[config.mk]
export PLATFORM = sky130hd
export DESIGN_NAME = device_reset_sequencer
export DESIGN_NICKNAME = d
export VERILOG_FILES = /design/src/reset_seq_pkg.sv /design/src/seq_sync_if.sv /design/src/reset_in_sync.sv /design/src/device_reset_sequencer.sv
export SDC_FILE = /design/constraint.sdc
export NUM_CORES = 1
export LEC_CHECK = 0
export BUFFER_PORTS_ARGS = -buffer_cell sky130_fd_sc_hd__buf_2
export CORE_MARGIN = 2
export CORE_UTILIZATION = 42
export CTS_BUF_LIST = sky130_fd_sc_hd__clkbuf_16
export DETAILED_ROUTE_END_ITERATION = 8
export GPL_ROUTABILITY_DRIVEN = 0
export HOLD_SLACK_MARGIN = 0.1
export PLACE_DENSITY = 0.67
export SLEW_MARGIN = 20
export SYNTH_ARGS = -nofsm -noshare
export SYNTH_HDL_FRONTEND = slang
export SYNTH_SLANG_ARGS = --single-unit
[constraint.sdc]
create_clock -name sys_clk -period 2.15 [get_ports sys_clk]
set_input_delay 0.215 -clock sys_clk [delete_from_list [all_inputs] [get_ports sys_clk]]
set_output_delay 0.215 -clock sys_clk [all_outputs]
set_load 0.01 [all_outputs]
[src/reset_seq_pkg.sv]
// constants and types for the device reset sequencer
// Summary of operation
// any reset source pulls system reset low; code ignores internal sources in ST_RELEASE and ST_EXEC_WT
// self-driven reset low at least eight clocks
// reset vector presented four half-periods after low
// wait thirty-two half-periods before executing vector
// supervisor holds power-on reset low at power-up
// I/Os high impedance within eight clocks
// open-drain pin, senses external low, never drives high
// synchronise inputs, release after stable high
package reset_seq_pkg;
    localparam int unsigned CLK_PERIOD_NS = 8;
    localparam int unsigned RS_LOW_MIN_CLK = 8;
    localparam int unsigned VEC_DELAY_HALF = 4;
    localparam int unsigned EXEC_DELAY_HALF = 32;
    localparam int unsigned HIZ_MAX_CLK = 8;
    localparam int unsigned STABLE_CLK = 4;
    localparam int unsigned CNT_W = 8;
    localparam logic [CNT_W-1:0] CNT_ZERO = 8'h00;
    localparam logic [CNT_W-1:0] CNT_ONE = 8'h01;
    localparam logic [15:0] RESET_VECTOR = 16'h0000;
    typedef enum logic [4:0] {
        ST_POR     = 5'b00001,
        ST_DRIVE   = 5'b00010,
        ST_RELEASE = 5'b00100,
        ST_EXEC_WT = 5'b01000,
        ST_RUN     = 5'b10000
    } seq_state_e;
endpackage

[src/seq_sync_if.sv]
// carrier between sequencer and its input synchroniser
`timescale 1ns/1ps
interface seq_sync_if;
    logic por_sync_n;
    logic rs_sync_n;
    logic stable_high;
    modport sync (output por_sync_n, output rs_sync_n, output stable_high);
    modport seq (input por_sync_n, input rs_sync_n, input stable_high);
endinterface

[src/reset_in_sync.sv]
// two-flop synchronisers and stable-high filter for reset inputs
`timescale 1ns/1ps
module reset_in_sync
    import reset_seq_pkg::*;
(
    input wire logic sys_clk,
    input wire logic nrst,
    input wire logic power_on_reset_in_n,
    input wire logic system_reset_pin_n,
    seq_sync_if.sync s
);
    logic [1:0] por_meta_reg, por_meta_next;
    logic [1:0] rs_meta_reg, rs_meta_next;
    logic [CNT_W-1:0] stab_reg, stab_next;

    always_comb begin
        por_meta_next = {por_meta_reg[0], power_on_reset_in_n};
        rs_meta_next = {rs_meta_reg[0], system_reset_pin_n};
        stab_next = stab_reg;
        if (!por_meta_reg[1] || !rs_meta_reg[1]) begin
            stab_next = CNT_ZERO;
        end else if (stab_reg != CNT_W'(STABLE_CLK)) begin
            stab_next = stab_reg + CNT_ONE;
        end
    end

    always_ff @(posedge sys_clk) begin
        if (!nrst) begin
            por_meta_reg <= 2'h0;
            rs_meta_reg <= 2'h0;
            stab_reg <= CNT_ZERO;
        end else begin
            por_meta_reg <= por_meta_next;
            rs_meta_reg <= rs_meta_next;
            stab_reg <= stab_next;
        end
    end

    assign s.por_sync_n = por_meta_reg[1];
    assign s.rs_sync_n = rs_meta_reg[1];
    assign s.stable_high = (stab_reg == CNT_W'(STABLE_CLK));
endmodule

[src/device_reset_sequencer.sv]
// reset sequencer: open-drain reset pin, vector fetch and I/O tri-state
`timescale 1ns/1ps
module device_reset_sequencer
    import reset_seq_pkg::*;
(
    input wire logic sys_clk,
    input wire logic nrst,
    input wire logic power_on_reset_in_n,
    input wire logic system_reset_pin_n,
    input wire logic illegal_addr_reset,
    input wire logic soft_reset,
    input wire logic watchdog_reset,
    input wire logic core_clock_output,
    output logic system_reset_pin_oe,
    output logic system_reset_pin_out,
    output logic io_hiz,
    output logic vector_valid,
    output logic [15:0] vector_addr,
    output logic core_run
);
    seq_sync_if s();
    reset_in_sync u_sync (
        .sys_clk(sys_clk),
        .nrst(nrst),
        .power_on_reset_in_n(power_on_reset_in_n),
        .system_reset_pin_n(system_reset_pin_n),
        .s(s)
    );

    // half-period edges of the core clock output, sampled through two flops
    logic [2:0] cko_reg, cko_next;
    logic half_tick;
    assign half_tick = cko_reg[2] ^ cko_reg[1];

    seq_state_e state_reg, state_next;
    logic [CNT_W-1:0] cnt_reg, cnt_next;
    logic [CNT_W-1:0] half_reg, half_next;
    logic [CNT_W-1:0] hiz_reg, hiz_next;
    logic oe_reg, oe_next;
    logic io_hiz_reg, io_hiz_next;
    logic vv_reg, vv_next;
    logic run_reg, run_next;
    logic internal_src;
    assign internal_src = illegal_addr_reset | soft_reset | watchdog_reset;

    always_comb begin
        cko_next = {cko_reg[1:0], core_clock_output};
        state_next = state_reg;
        cnt_next = cnt_reg;
        half_next = half_reg;
        hiz_next = hiz_reg;
        oe_next = oe_reg;
        io_hiz_next = io_hiz_reg;
        vv_next = vv_reg;
        run_next = run_reg;
        if (half_tick && half_reg != CNT_W'(EXEC_DELAY_HALF)) begin
            half_next = half_reg + CNT_ONE;
        end
        case (state_reg)
            ST_POR: begin
                oe_next = 1'b1;
                io_hiz_next = 1'b1;
                run_next = 1'b0;
                if (s.por_sync_n) begin
                    state_next = ST_DRIVE;
                    cnt_next = CNT_ZERO;
                    half_next = CNT_ZERO;
                end
            end
            ST_DRIVE: begin
                oe_next = 1'b1;
                if (cnt_reg != CNT_W'(RS_LOW_MIN_CLK)) begin
                    cnt_next = cnt_reg + CNT_ONE;
                end
                if (half_reg >= CNT_W'(VEC_DELAY_HALF)) begin
                    vv_next = 1'b1;
                end
                if (!s.por_sync_n) begin
                    state_next = ST_POR;
                end else if (cnt_reg == CNT_W'(RS_LOW_MIN_CLK) && vv_reg) begin
                    oe_next = 1'b0;
                    state_next = ST_RELEASE;
                end
            end
            ST_RELEASE: begin
                if (s.stable_high) begin
                    state_next = ST_EXEC_WT;
                    half_next = CNT_ZERO;
                end else if (!s.por_sync_n) begin
                    state_next = ST_POR;
                end
            end
            ST_EXEC_WT: begin
                if (!s.por_sync_n || !s.rs_sync_n) begin
                    state_next = ST_DRIVE;
                    oe_next = 1'b1;
                    cnt_next = CNT_ZERO;
                    half_next = CNT_ZERO;
                    vv_next = 1'b0;
                end else if (half_reg == CNT_W'(EXEC_DELAY_HALF)) begin
                    state_next = ST_RUN;
                    run_next = 1'b1;
                    io_hiz_next = 1'b0;
                end
            end
            ST_RUN: begin
                if (!s.por_sync_n || !s.rs_sync_n || internal_src) begin
                    state_next = ST_DRIVE;
                    oe_next = 1'b1;
                    run_next = 1'b0;
                    io_hiz_next = 1'b1;
                    vv_next = 1'b0;
                    cnt_next = CNT_ZERO;
                    half_next = CNT_ZERO;
                end
            end
            default: begin
                state_next = ST_POR;
            end
        endcase
        if (!s.por_sync_n) begin
            vv_next = 1'b0;
            hiz_next = CNT_ZERO;
        end else if (hiz_reg != CNT_W'(HIZ_MAX_CLK)) begin
            hiz_next = hiz_reg + CNT_ONE;
        end
        if (state_next != ST_RUN) begin
            io_hiz_next = 1'b1;
        end
    end

    always_ff @(posedge sys_clk) begin
        if (!nrst) begin
            cko_reg <= 3'h0;
            state_reg <= ST_POR;
            cnt_reg <= CNT_ZERO;
            half_reg <= CNT_ZERO;
            hiz_reg <= CNT_ZERO;
            oe_reg <= 1'b1;
            io_hiz_reg <= 1'b1;
            vv_reg <= 1'b0;
            run_reg <= 1'b0;
        end else begin
            cko_reg <= cko_next;
            state_reg <= state_next;
            cnt_reg <= cnt_next;
            half_reg <= half_next;
            hiz_reg <= hiz_next;
            oe_reg <= oe_next;
            io_hiz_reg <= io_hiz_next;
            vv_reg <= vv_next;
            run_reg <= run_next;
        end
    end

    // open drain: output data is always low, only the enable moves
    assign system_reset_pin_oe = oe_reg;
    assign system_reset_pin_out = 1'b0;
    assign io_hiz = io_hiz_reg;
    assign vector_valid = vv_reg;
    assign vector_addr = RESET_VECTOR;
    assign core_run = run_reg;

    // assertions
    // cycles the pin has been pulled low, saturating
    logic [CNT_W-1:0] low_cnt_reg, low_cnt_next;
    always_comb begin
        low_cnt_next = low_cnt_reg;
        if (!oe_reg) begin
            low_cnt_next = CNT_ZERO;
        end else if (low_cnt_reg != {CNT_W{1'b1}}) begin
            low_cnt_next = low_cnt_reg + CNT_ONE;
        end
    end

    always_ff @(posedge sys_clk) begin
        if (!nrst) begin
            low_cnt_reg <= CNT_ZERO;
        end else begin
            low_cnt_reg <= low_cnt_next;
        end
    end

    property p_rs_low_min;
        @(posedge sys_clk) disable iff (!nrst)
        $fell(oe_reg) |-> $past(low_cnt_reg) >= CNT_W'(RS_LOW_MIN_CLK);
    endproperty
    a_rs_low_min: assert property (p_rs_low_min) else $error("reset pin released early");

    property p_src_drives;
        @(posedge sys_clk) disable iff (!nrst)
        (state_reg == ST_RUN && internal_src) |=> oe_reg && !run_reg;
    endproperty
    a_src_drives: assert property (p_src_drives) else $error("reset source not driving pin");

    property p_never_high;
        @(posedge sys_clk) disable iff (!nrst)
        system_reset_pin_out == 1'b0;
    endproperty
    a_never_high: assert property (p_never_high) else $error("reset pin driven high");

    property p_vec_delay;
        @(posedge sys_clk) disable iff (!nrst)
        $rose(vv_reg) |-> half_reg >= CNT_W'(VEC_DELAY_HALF);
    endproperty
    a_vec_delay: assert property (p_vec_delay) else $error("vector presented too early");

    property p_exec_delay;
        @(posedge sys_clk) disable iff (!nrst)
        $rose(run_reg) |-> $past(half_reg) == CNT_W'(EXEC_DELAY_HALF);
    endproperty
    a_exec_delay: assert property (p_exec_delay) else $error("vector executed too early");

    property p_hiz_in_reset;
        @(posedge sys_clk) disable iff (!nrst)
        !run_reg |-> io_hiz;
    endproperty
    a_hiz_in_reset: assert property (p_hiz_in_reset) else $error("I/O driven in reset");

    property p_hiz_settled;
        @(posedge sys_clk) disable iff (!nrst)
        (s.por_sync_n && hiz_reg == CNT_W'(HIZ_MAX_CLK) && !run_reg) |-> io_hiz;
    endproperty
    a_hiz_settled: assert property (p_hiz_settled) else $error("I/O not tri-stated after power-on");

    property p_ext_low;
        @(posedge sys_clk) disable iff (!nrst)
        (state_reg == ST_RUN && !s.rs_sync_n) |=> !run_reg ##1 oe_reg;
    endproperty
    a_ext_low: assert property (p_ext_low) else $error("external reset not sensed");

    property p_release_stable;
        @(posedge sys_clk) disable iff (!nrst)
        (state_reg == ST_RELEASE && !s.stable_high) |=> state_reg != ST_EXEC_WT;
    endproperty
    a_release_stable: assert property (p_release_stable) else $error("release before stable");

    c_por_run: cover property (@(posedge sys_clk) disable iff (!nrst) $rose(run_reg));
    c_soft: cover property (@(posedge sys_clk) disable iff (!nrst) run_reg && soft_reset);
    c_ext: cover property (@(posedge sys_clk) disable iff (!nrst) run_reg && !s.rs_sync_n);
    c_vector: cover property (@(posedge sys_clk) disable iff (!nrst) $rose(vv_reg));
endmodule

# Yosys cells after proc, flatten, opt, wreduce, memory -nomap -nowiden
# Cells that the tools add are included.
[totals]
in_bits = 8
register_bits = 40
output_inout_bits = 21
[classes]
eq_ne = 19
magnitude_cmp = 1
bitwise = 4
n_addsub = 3
n_reduce_logical = 16
n_mux = 35
[ops]
columns = ["op", "count"]
rows = [
  ["two-way mux 8 bit", 9],
  ["case mux 8 bit (4 select lines)", 2],
  ["two-way mux 5 bit", 8],
  ["case mux 5 bit (5 select lines)", 1],
  ["adder 8 x 1 -> 8 bit (second input constant)", 3],
  ["inequality test 2 bit (second input constant)", 6],
  ["two-way mux 1 bit", 11],
  ["case mux 1 bit (3 select lines)", 3],
  ["== test 8 x 3 -> 1 bit (second input constant)", 1],
  ["== test 8 x 4 -> 1 bit (second input constant)", 1],
  ["== test 8 x 6 -> 1 bit (second input constant)", 1],
  ["greater-or-equal comparator 8 x 3 -> 1 bit (second input constant)", 1],
  ["inequality test 8 x 3 -> 1 bit (second input constant)", 1],
  ["inequality test 8 x 4 -> 1 bit (second input constant)", 1],
  ["inequality test 8 x 6 -> 1 bit (second input constant)", 1],
  ["AND reduction 4 bit", 2],
  ["nonzero test 3 bit", 2],
  ["== test 5 x 1 -> 1 bit (second input constant)", 1],
  ["== test 5 x 2 -> 1 bit (second input constant)", 1],
  ["== test 5 x 3 -> 1 bit (second input constant)", 1],
  ["== test 5 x 4 -> 1 bit (second input constant)", 1],
  ["== test 5 bit (second input constant)", 1],
  ["inequality test 5 bit (second input constant)", 1],
  ["AND reduction 5 bit", 1],
  ["other kinds (12)", 17],
]

# Logic depth before layout (Yosys ltp)
# Gate-level depths: netlist of run 1.
[depth]
word_depth = 7
depth_mapped = 7
depth_no_buf = 7

# Hierarchy
# A second synthesis of run 1 with hierarchy kept.
[hier_totals]
hier_cells = 277
area_unflattened_um2 = 2296.0
[modules_own_cells]
columns = ["mod", "n_inst", "seq_area_each_um2", "area_per_inst_um2", "cells_per_inst"]
rows = [
  ["device_reset_sequencer", 1, 560.5, 1785.5, 221],
  ["reset_in_sync", 1, 240.2, 510.5, 56],
]

# Worst setup path before layout of run 1
# OpenSTA, ideal clock, no wires.
[synth_path]
path_type = "flip-flop to flip-flop"
from = "register state_reg[4]"
to = "register cnt_reg[2]"
stages_incl_launch_ff = 8
arrival_time_ns = 1.697
period_less_slack_ns = 1.767
setup_time_ns = 0.070
slack_ns = 0.383
cell_sequence = "dfxtp_1 -> buf_2 -> nor4b_2 -> a221oi_1 -> or2_0 -> buf_2 -> or4_1 -> a21oi_1"
[synth_between]
elab_chain_len = 3
[synth_rtl]
columns = ["item", "line", "text"]
rows = [
  ["from (decl)", "device_reset_sequencer.sv:35", "seq_state_e state_reg, state_next;"],
  ["from (signal assigned)", "device_reset_sequencer.sv:145", "state_reg <= state_next;"],
  ["== test 5 x 1 -> 1 bit, or another cell as far along", "device_reset_sequencer.sv:59", "case (state_reg)"],
  ["inequality test 2 x 1 -> 1 bit (no line), or another cell as far along", "--", ""],
  ["AND reduction 5 bit (no line)", "--", ""],
  ["to (signal assigned)", "device_reset_sequencer.sv:146", "cnt_reg <= cnt_next;"],
  ["to (decl)", "device_reset_sequencer.sv:36", "logic [CNT_W-1:0] cnt_reg, cnt_next;"],
]
# Several ways; a longest one is shown, not always the timed one.
# A chain may end at the register's enable or synchronous reset.

# Final worst setup path of run 1
[layout_path]
from = "register state_reg[0]"
to = "register half_reg[0]"
[layout_between]
elab_chain_len = 2
[layout_rtl]
columns = ["item", "line", "text"]
rows = [
  ["== test 5 bit, or another cell as far along", "device_reset_sequencer.sv:59", ""],
  ["case mux 8 bit (4 select lines) *", "device_reset_sequencer.sv:59", ""],
  ["to (signal assigned)", "device_reset_sequencer.sv:147", "half_reg <= half_next;"],
  ["to (decl)", "device_reset_sequencer.sv:37", "logic [CNT_W-1:0] half_reg, half_next;"],
]
# Every way passes the cells marked *; elsewhere a longest branch is shown, timed or not.

==> results of run 1 <==
## final cells by class
class / instances / area [um^2]
clock buffers: 5 / 125
repair buffers: 18 / 108
multi-input cells: 189 / 1140
inverters: 9 / 33.8
fillers: 455 / 2420
well taps: 67 / 83.8
flip-flops and latches: 40 / 801
clock inverters: 3 / 18.8
## worst max-delay path, cell delays in order (launching register included)
cell,delay (ns)
dfxtp_1,0.42
nor2b_1,0.21
a221oi_1,0.12
buf_4,0.16
o32a_1,0.32
o21ai_1,0.46
nor2_1,0.11
## worst min-delay path by stage
stage	startpoint	endpoint	slack, ns	depth (start not counted)
floorplan	core_clock_output	cko_reg[0]	0.34	1
global placement	u_sync.por_meta_reg[0]	u_sync.por_meta_reg[1]	0.41	1
detailed placement	cko_reg[0]	cko_reg[1]	0.42	1
CTS	system_reset_pin_n	u_sync.rs_meta_reg[0]	0.13	2
global route	core_clock_output	cko_reg[0]	0.15	2
finish	system_reset_pin_n	u_sync.rs_meta_reg[0]	0.14	2
## power breakdown
group          total (W)  internal [W]  switching, W
Combinational   0.000305      0.000104      0.000201
Clock           0.000712      0.000425      0.000287
Sequential      0.000794      0.000767     0.0000274
## logic make-up (layout without fill, tap and decap cells)
kind of cell,Yosys count,in the layout,synth area share
simple gates,110,110,0.284
other cells,1,17,0.00182
flops,40,40,0.389
xor+xnor,17,17,0.0723
buf+inv,31,35,0.0893
fa+ha+maj,6,6,0.0364
compound gates,39,39,0.128
## metal layers
| layer | track usage | wire length (um) | vias to the layer above | share of wire |
|---|---|---|---|---|
| met1 | 0.209 | 1970 | 790 | 0.49 |
| li1 | - | - | 867 | - |
| met5 | 0 | 0 | - | 0 |
| met4 | 0.0727 | 73 | 0 | 0.018 |
| met3 | 0.0434 | 162 | 9 | 0.040 |
| met2 | 0.256 | 1810 | 37 | 0.45 |
## synth_stat cells (3+ instances only)
| library cell | count |
|---|---|
| dfxtp_1 | 40 |
| nor2_1 | 24 |
| nand2_1 | 19 |
| buf_4 | 17 |
| a21oi_1 | 16 |
| nand3_1 | 16 |
| and2_1 | 11 |
| inv_1 | 9 |
| xor2_1 | 9 |
| xnor2_1 | 8 |
| nor3_1 | 7 |
| ha_1 | 6 |
| nand4_1 | 6 |
| and3_1 | 5 |
| o31ai_1 | 4 |
| buf_2 | 3 |
| nand4b_1 | 3 |
| nor3b_1 | 3 |
| nor4_1 | 3 |
| o21ai_0 | 3 |
## cells in the final DEF (no fill, tap or decap), types with 7 or more instances in the layout
cell type / Yosys / layout
a21oi_1: 16 / 16
and2_1: 11 / 11
buf_2: 3 / 11
buf_4: 17 / 7
conb_1: 1 / 17
dfxtp_1: 40 / 40
inv_1: 9 / 9
nand2_1: 19 / 19
nand3_1: 16 / 16
nor2_1: 24 / 24
nor3_1: 7 / 7
xnor2_1: 8 / 8
xor2_1: 9 / 9
## per-stage QoR
step	std cells	total power, W	util
after floorplan	260	0.00105	-
after global placement	323	0.00110	0.458
after detailed placement	323	0.00111	0.458
after CTS	331	0.00182	0.488
after global routing	331	0.00190	0.488
final	331	0.00181	0.488
==> qor.yml, run 1 <==
run_status:
  outcome: "finished clean"
layout:
  n_antenna_cell: 0
  drive_above_1_share: 0.106
  final_area_um2: 2310
  area_growth_pct: 11.9
  fin_nets: 277
worst_setup_path:
  crit_required_ns: 2.29
  crit_end: "half_reg[0]"
  path_max_fanout: 8
  crit_arrival_ns: 2.08
  rrSetupSlack_ns: 0.21
  rr_worst_depth: 6
  end_kind: "flip-flop"
  regToRegEndpoint: "half_reg[0]"
  cp-startpoint: "state_reg[0]"
  start_kind: "flip-flop"
  path_class: "reg -> reg"
  r2r-start: "state_reg[0]"
timing:
  hold-worst-slack_ns: 0.138
  period_minus_slack_ns: 1.94
  tns_ns: 0
  finalSetupViolCount: 0
  relSlewSlack: 0.619
  fmax_mhz: 517
  hold_violations: 0
  period_share: 0.900
  skew_ns: 0.00472
  rsz0062_at_grt: "no"
  fin_ws_ns: 0.215
  worst_pin_slew_ns: 0.568
  slew_viol_final: 0
route:
  antenna_left: 0
  drc_errors: 0
  via_count: 1703
  routed_wl_mm: 4.02
  via_per_inst: 5.15
  wl_per_cell_um: 12.1
  dr.pass1.iters: 4
  drtIter0Drc: 62
placed_design:
  dpl-instance-area_um2: 2160
  io_buffers: 11
  dp_worst_setup_slack_ns: 0.181
  dp.final_hpwl_mm: 2.96
clocking:
  clock_sinks: 40
  clk_latency_ns: 0.28
  cts_tree: "done"
  cts_setup_buffers: 0
  cts_hold_buf: 0
  h-tree-depth: 2
  numCtsBuffers: 5
  path_clk_slew_ns: 0.06
  cts_resized: 0
  cts-root-buf: "clkbuf_16"
  cts_max_path_buffers: 2
power_and_ir_drop:
  p_leak_nw: 0.849
  ir_drop_uv: 495
  powerDensity_nw_per_um2: 786
yosys:
  synth.top_cell.area_share: 0.389
  yosysSeqAreaShare: 0.389
  netlist_area_um2: 2060
  async_reset_ff_frac: 0
  synth-edff-count: 0
  synth_area_leaders: "dfxtp_1 (39%), buf_4 (6.2%), nor2_1 (4.4%)"
  yosys_warnings: 0
  yosys_register_bits: 40
  synthFlopType: "dfxtp_1"
  synth_top_cell_by_area: "dfxtp_1"
  synth.distinct_cells: 45
  synth_cells: 244
  syn_avg_cell_area_um2: 8.45
floorplan:
  die-height_um: 74.0
  core_um2: 4720
  die_w_um: 74.0
  rows: 25
  start_util: 0.436
  dieArea_um2: 5480
  boundaryPins: 29
global_route:
  grt_antenna_before_repair: 0
  grt_pass1_vias: 1553
  grt.overflow.total: 0
  track_usage: 0.162
  grt_max_degree: 17
  grt_pass1_wl_mm: 6.93
worst_hold_path:
  hold_class: "in -> reg"
job:
  cap_viol_max_count: 0
No activity file was read; power rests on OpenSTA's default activity.
==> run 2: changes to the inputs <==
- CORE_ASPECT_RATIO: not set -> 0.8
==> run 2 against run 1 <==
Effect of this change: sequential share of layout area increased by 0.25 points; combinational power up 6.9%; via count increased by 0.29%; total power is 0.37% higher; core utilization up 0.40 points; die area about the same; clock skew about the same; maximum frequency down 1.6%; setup slack lost 0.032 ns; non-clock buffer count fell by 1; design area fell by 0.71%; largest power group unchanged.
==> qor.yml, run 2 (synthesis gave the netlist of run 1 again) <==
run_status:
  outcome: "finished clean"  # unchanged
floorplan:
  core_um2: 4650  # was 4720 um^2
  start_util: 0.443  # was 0.436
  dieArea_um2: 5490  # was 5480 um^2
  rows: 22  # was 25
  boundaryPins: 29  # unchanged
  die-height_um: 66.7  # was 74.0 um
  die_w_um: 82.3  # was 74.0 um
worst_setup_path:
  rr_worst_depth: 6  # unchanged
  r2r-start: "state_reg[0]"  # unchanged
  end_kind: "flip-flop"  # unchanged
  regToRegEndpoint: "cnt_reg[3]"  # was half_reg[0]
  rrSetupSlack_ns: 0.18  # was 0.21 ns
  crit_required_ns: 2.35  # was 2.29 ns
  path_class: "reg -> reg"  # unchanged
  crit_arrival_ns: 2.17  # was 2.08 ns
  start_kind: "flip-flop"  # unchanged
  path_max_fanout: 10  # was 8
global_route:
  track_usage: 0.172  # was 0.162
  grt_max_degree: 17  # unchanged
  grt_pass1_vias: 1561  # was 1553
  grt.busiest_layer: "met1"  # was met2
  met3_usage: 0.0434  # unchanged
  use_met1: 0.250  # was 0.209
  grt_pass1_wl_mm: 7.26  # was 6.93 mm
  grt.overflow.total: 0  # unchanged
  grt_use_met2: 0.248  # was 0.256
  grt_antenna_before_repair: 0  # unchanged
route:
  drc_errors: 0  # unchanged
  antenna_left: 0  # unchanged
  drtIter0Drc: 143  # was 62
  via_per_inst: 5.29  # was 5.15
  via_count: 1708  # was 1703
  wl_per_cell_um: 12.7  # was 12.1 um
  dr.pass1.iters: 4  # unchanged
  routed_wl_mm: 4.11  # was 4.02 mm
clocking:
  numCtsBuffers: 5  # unchanged
  cts-root-buf: "clkbuf_16"  # unchanged
  path_clk_slew_ns: 0.06  # about the same
  cts_max_path_buffers: 2  # unchanged
  cts_tree: "done"  # unchanged
  h-tree-depth: 2  # unchanged
  clock_sinks: 40  # unchanged
  cts_hold_buf: 0  # unchanged
  clk_latency_ns: 0.28  # about the same
worst_hold_path:
  min-delay-start: "power_on_reset_in_n"  # was system_reset_pin_n
  hold_end: "u_sync.por_meta_reg[0]"  # was u_sync.rs_meta_reg[0]
  hold_class: "in -> reg"  # unchanged
  hold_depth: 2  # unchanged
layout:
  n_antenna_cell: 0  # unchanged
  fin_nets: 276  # was 277
  layout_common_cells: "dfxtp_1 (40), nor2_1 (24), nand2_1 (19)"  # unchanged
  drive_above_1_share: 0.103  # was 0.106
  layout_commonest_cell: "dfxtp_1"  # unchanged
  stdcell_count: 323  # was 331
  area_growth_pct: 11.1  # was 11.9%
timing:
  period_share: 0.915  # was 0.900
  slew_viol_final: 0  # unchanged
  worst_pin_slew_ns: 0.616  # was 0.568 ns
  rsz0062_at_grt: "no"  # unchanged
  finalSetupViolCount: 0  # unchanged
  hold_violations: 0  # unchanged
  skew_ns: 0.00491  # was 0.00472 ns
  relSlewSlack: 0.586  # was 0.619
  tns_ns: 0  # unchanged
  hold-worst-slack_ns: 0.140  # was 0.138 ns
  fmax_mhz: 508  # was 517 MHz
  period_minus_slack_ns: 1.97  # was 1.94 ns
placed_design:
  io_buffers: 11  # unchanged
  dp.final_hpwl_mm: 3.08  # was 2.96 mm
  place_inst: 315  # was 323
job:
  cap_viol_max_count: 0  # unchanged
power_and_ir_drop:
  p_sw_w: 0.000515  # was 0.000516 W
  pwr-share-comb: 0.179  # was 0.169
  p_seq_frac: 0.436  # was 0.439
  ir_drop_uv: 574  # was 495 uV
  clkPwrFrac: 0.384  # was 0.393
  powerDensity_nw_per_um2: 794  # was 786 nW/um^2
  p_leak_nw: 0.852  # was 0.849 nW
  power.internal_w: 0.00130  # about the same
  switching_share: 0.283  # was 0.285
run 2: layout make-up:
| cell class | instances | area, um^2 |
|---|---|---|
| fill | 478 | 2360 |
| multi-input combinational | 189 | 1140 |
| sequential | 40 | 801 |
| clock buffer | 5 | 125 |
| timing repair buffer | 17 | 100 |
| tap | 60 | 75.1 |
| inverter | 9 | 33.8 |
| clock inverter | 3 | 15.0 |
run 2: metrics by stage:
step	utilization	area [um^2]	worst slack, ns	total power [W]
global placement	0.461	2150	0.132	0.00112
finish	0.492	2290	0.182	0.00182
CTS	0.491	2290	0.101	0.00182
global route	0.492	2290	0.0183	0.00192
detailed placement	0.461	2150	0.120	0.00112
floorplan	-	2120	0.383	0.00105
run 2: how the worst max path moves through the flow:
stage                            start          to  slack, ns  cells after the start
after floorplan           state_reg[4]  cnt_reg[2]       0.38                      7
after global placement    state_reg[4]  cnt_reg[3]       0.13                      6
after detailed placement  state_reg[4]  cnt_reg[3]       0.12                      6
after CTS                 state_reg[4]  cnt_reg[3]       0.10                      6
after global routing      state_reg[1]  cnt_reg[3]       0.02                      6
final                     state_reg[0]  cnt_reg[3]       0.18                      6
run 2: power groups by stage:
stage / clock [W] / sequential [W] / combinational, W
2_1_floorplan: 0 / 0.000803 / 0.000247
3_3_place_gp: 0 / 0.000808 / 0.000315
3_5_place_dp: 0 / 0.000809 / 0.000314
4_1_cts: 0.000717 / 0.000793 / 0.000315
5_1_grt: 0.000760 / 0.000798 / 0.000359
6_report: 0.000698 / 0.000793 / 0.000326
run 2: routing by layer:
metal  vias up  routed length [um]
met3         4                 229
met5         -                   0
met1       786                2120
li1        867                   -
met4         0                  29
met2        51                1730
run 2: timing repair:
item / 4_1_cts / 5_1_grt
resized for setup: 0 / 2
endpoints found under the setup margin: 0 / 16
setup buffers: 0 / 0
run 2: critical path, stage by stage (launching register included):
cell      delay (ns)
dfxtp_1         0.36
nor4_1          0.37
nand4_1         0.36
o211ai_2        0.34
o31ai_2         0.12
buf_4           0.18
nor3b_1         0.16
==> run 3: changes to the inputs <==
- PLACE_DENSITY: 0.67 -> not set
==> run 3 against run 2 <==
Effect of this change: design area up 0.82%; worst hold slack better by 0.0032 ns; setup slack better by 0.019 ns; die area unchanged; critical endpoint unchanged; highest routed layer unchanged.
==> qor.yml, run 3 (synthesis gave the netlist of run 1 again) <==
layout:
  fin_util: 0.496  # was 0.492
  multiInputGateArea_um2: 1140  # unchanged
  regArea_um2: 801  # unchanged
  fin_nets: 279  # was 276
  drive_above_1_share: 0.109  # was 0.103
  stdcell_count: 326  # was 323
  area_growth_pct: 12.0  # was 11.1%
  n_antenna_cell: 0  # unchanged
  fillerInstances: 467  # was 478
  layout_common_cells: "dfxtp_1 (40), nor2_1 (24), nand2_1 (19)"  # unchanged
  layout_commonest_cell: "dfxtp_1"  # unchanged
timing:
  period_minus_slack_ns: 1.95  # was 1.97 ns
  period_share: 0.906  # was 0.915
  tns_ns: 0  # unchanged
  hold_violations: 0  # unchanged
  relSlewSlack: 0.654  # was 0.586
  fmax_mhz: 513  # was 508 MHz
  finalSetupViolCount: 0  # unchanged
  worst_pin_slew_ns: 0.517  # was 0.616 ns
  rsz0062_at_grt: "no"  # unchanged
  slew_viol_final: 0  # unchanged
  skew_ns: 0.00273  # was 0.00491 ns
global_route:
  grt_pass1_vias: 1561  # unchanged
  grt_pass1_wl_mm: 7.22  # was 7.26 mm
  track_usage: 0.173  # was 0.172
  grt_max_degree: 17  # unchanged
  grt.overflow.total: 0  # unchanged
  grt_antenna_before_repair: 0  # unchanged
job:
  cap_viol_max_count: 0  # unchanged
route:
  wl_met1_mm: 2.18  # was 2.12 mm
  routed-wl-met3_um: 202  # was 229 um
  dr.pass1.iters: 4  # unchanged
  wl_per_cell_um: 12.8  # was 12.7 um
  drc_errors: 0  # unchanged
  top_layer: "met4"  # unchanged
  drtIter0Drc: 59  # was 143
  wl_met2_mm: 1.76  # was 1.73 mm
  antenna_left: 0  # unchanged
  routed_wl_mm: 4.16  # was 4.11 mm
  via_count: 1678  # was 1708
  via_per_inst: 5.15  # was 5.29
floorplan:
  die_w_um: 82.3  # unchanged
  die-height_um: 66.7  # unchanged
  boundaryPins: 29  # unchanged
  rows: 22  # unchanged
  start_util: 0.443  # unchanged
  core_um2: 4650  # unchanged
  dieArea_um2: 5490  # unchanged
clocking:
  cts_hold_buf: 0  # unchanged
  path_clk_slew_ns: 0.06  # about the same
  cts_max_path_buffers: 2  # unchanged
  cts_tree: "done"  # unchanged
  clk_latency_ns: 0.28  # about the same
  cts-root-buf: "clkbuf_16"  # unchanged
  cts_setup_buffers: 0  # unchanged
  numCtsBuffers: 5  # unchanged
  cts_resized: 0  # unchanged
  h-tree-depth: 2  # unchanged
  clock_sinks: 40  # unchanged
worst_setup_path:
  rrSetupSlack_ns: 0.20  # was 0.18 ns
  end_kind: "flip-flop"  # unchanged
  start_kind: "flip-flop"  # unchanged
  crit_required_ns: 2.35  # about the same
  r2r-start: "state_reg[4]"  # was state_reg[0]
  regToRegEndpoint: "cnt_reg[3]"  # unchanged
  crit_arrival_ns: 2.15  # was 2.17 ns
  rr_worst_depth: 6  # unchanged
  path_class: "reg -> reg"  # unchanged
  path_max_fanout: 10  # unchanged
power_and_ir_drop:
  p_leak_nw: 0.868  # was 0.852 nW
  powerDensity_nw_per_um2: 779  # was 794 nW/um^2
  ir_drop_uv: 366  # was 574 uV
placed_design:
  place_inst: 318  # was 315
  dp.final_hpwl_mm: 3.09  # was 3.08 mm
  io_buffers: 11  # unchanged
worst_hold_path:
  hold_class: "in -> reg"  # unchanged
  hold_end: "u_sync.rs_meta_reg[0]"  # was u_sync.por_meta_reg[0]
  min-delay-start: "system_reset_pin_n"  # was power_on_reset_in_n
  hold_depth: 2  # unchanged
run_status:
  outcome: "finished clean"  # unchanged
[run 3: how the worst max path moves through the flow]
stage / startpoint / to / slack, ns
floorplan: state_reg[4] / cnt_reg[2] / 0.38
global placement: state_reg[4] / cnt_reg[3] / 0.21
detailed placement: state_reg[0] / half_reg[6] / 0.19
CTS: state_reg[0] / half_reg[6] / 0.18
global route: state_reg[4] / cnt_reg[3] / 0.03
finish: state_reg[4] / cnt_reg[3] / 0.20
[run 3: worst max-delay path: stages, from the launching register on]
cell	delay [ns]
dfxtp_1	0.47
nor2_1	0.11
a221oi_1	0.32
or2_0	0.48
o31ai_2	0.14
buf_4	0.18
nor3b_1	0.16
[run 3: power by group]
| group | total (W) | internal (W) | switching, W |
|---|---|---|---|
| logic | 0.000319 | 0.000114 | 0.000205 |
| clock network | 0.000687 | 0.000417 | 0.000270 |
| registers | 0.000793 | 0.000767 | 0.0000263 |
[run 3: metrics by stage]
stage	worst slack (ns)	cell area (um^2)	hold WS, ns	total power (W)
2_1_floorplan	0.383	2120	0.342	0.00105
3_3_place_gp	0.213	2170	0.414	0.00113
3_5_place_dp	0.194	2170	0.421	0.00112
4_1_cts	0.185	2300	0.141	0.00181
5_1_grt	0.0265	2310	0.150	0.00189
6_report	0.201	2310	0.143	0.00180
[run 3: routing by layer]
metal	global-route usage	up-vias
met1	0.247	761
met3	0.0488	4
met2	0.253	44
met4	0.0438	0
li1	-	869
met5	0	-
[run 3: layout make-up]
| class | count | share of cell area |
|---|---|---|
| Tap cell | 60 | 0.0325 |
| Sequential cell | 40 | 0.347 |
| Clock inverter | 3 | 0.00488 |
| Inverter | 9 | 0.0146 |
| Timing Repair Buffer | 20 | 0.0531 |
| Clock buffer | 5 | 0.0542 |
| Multi-Input combinational cell | 189 | 0.494 |
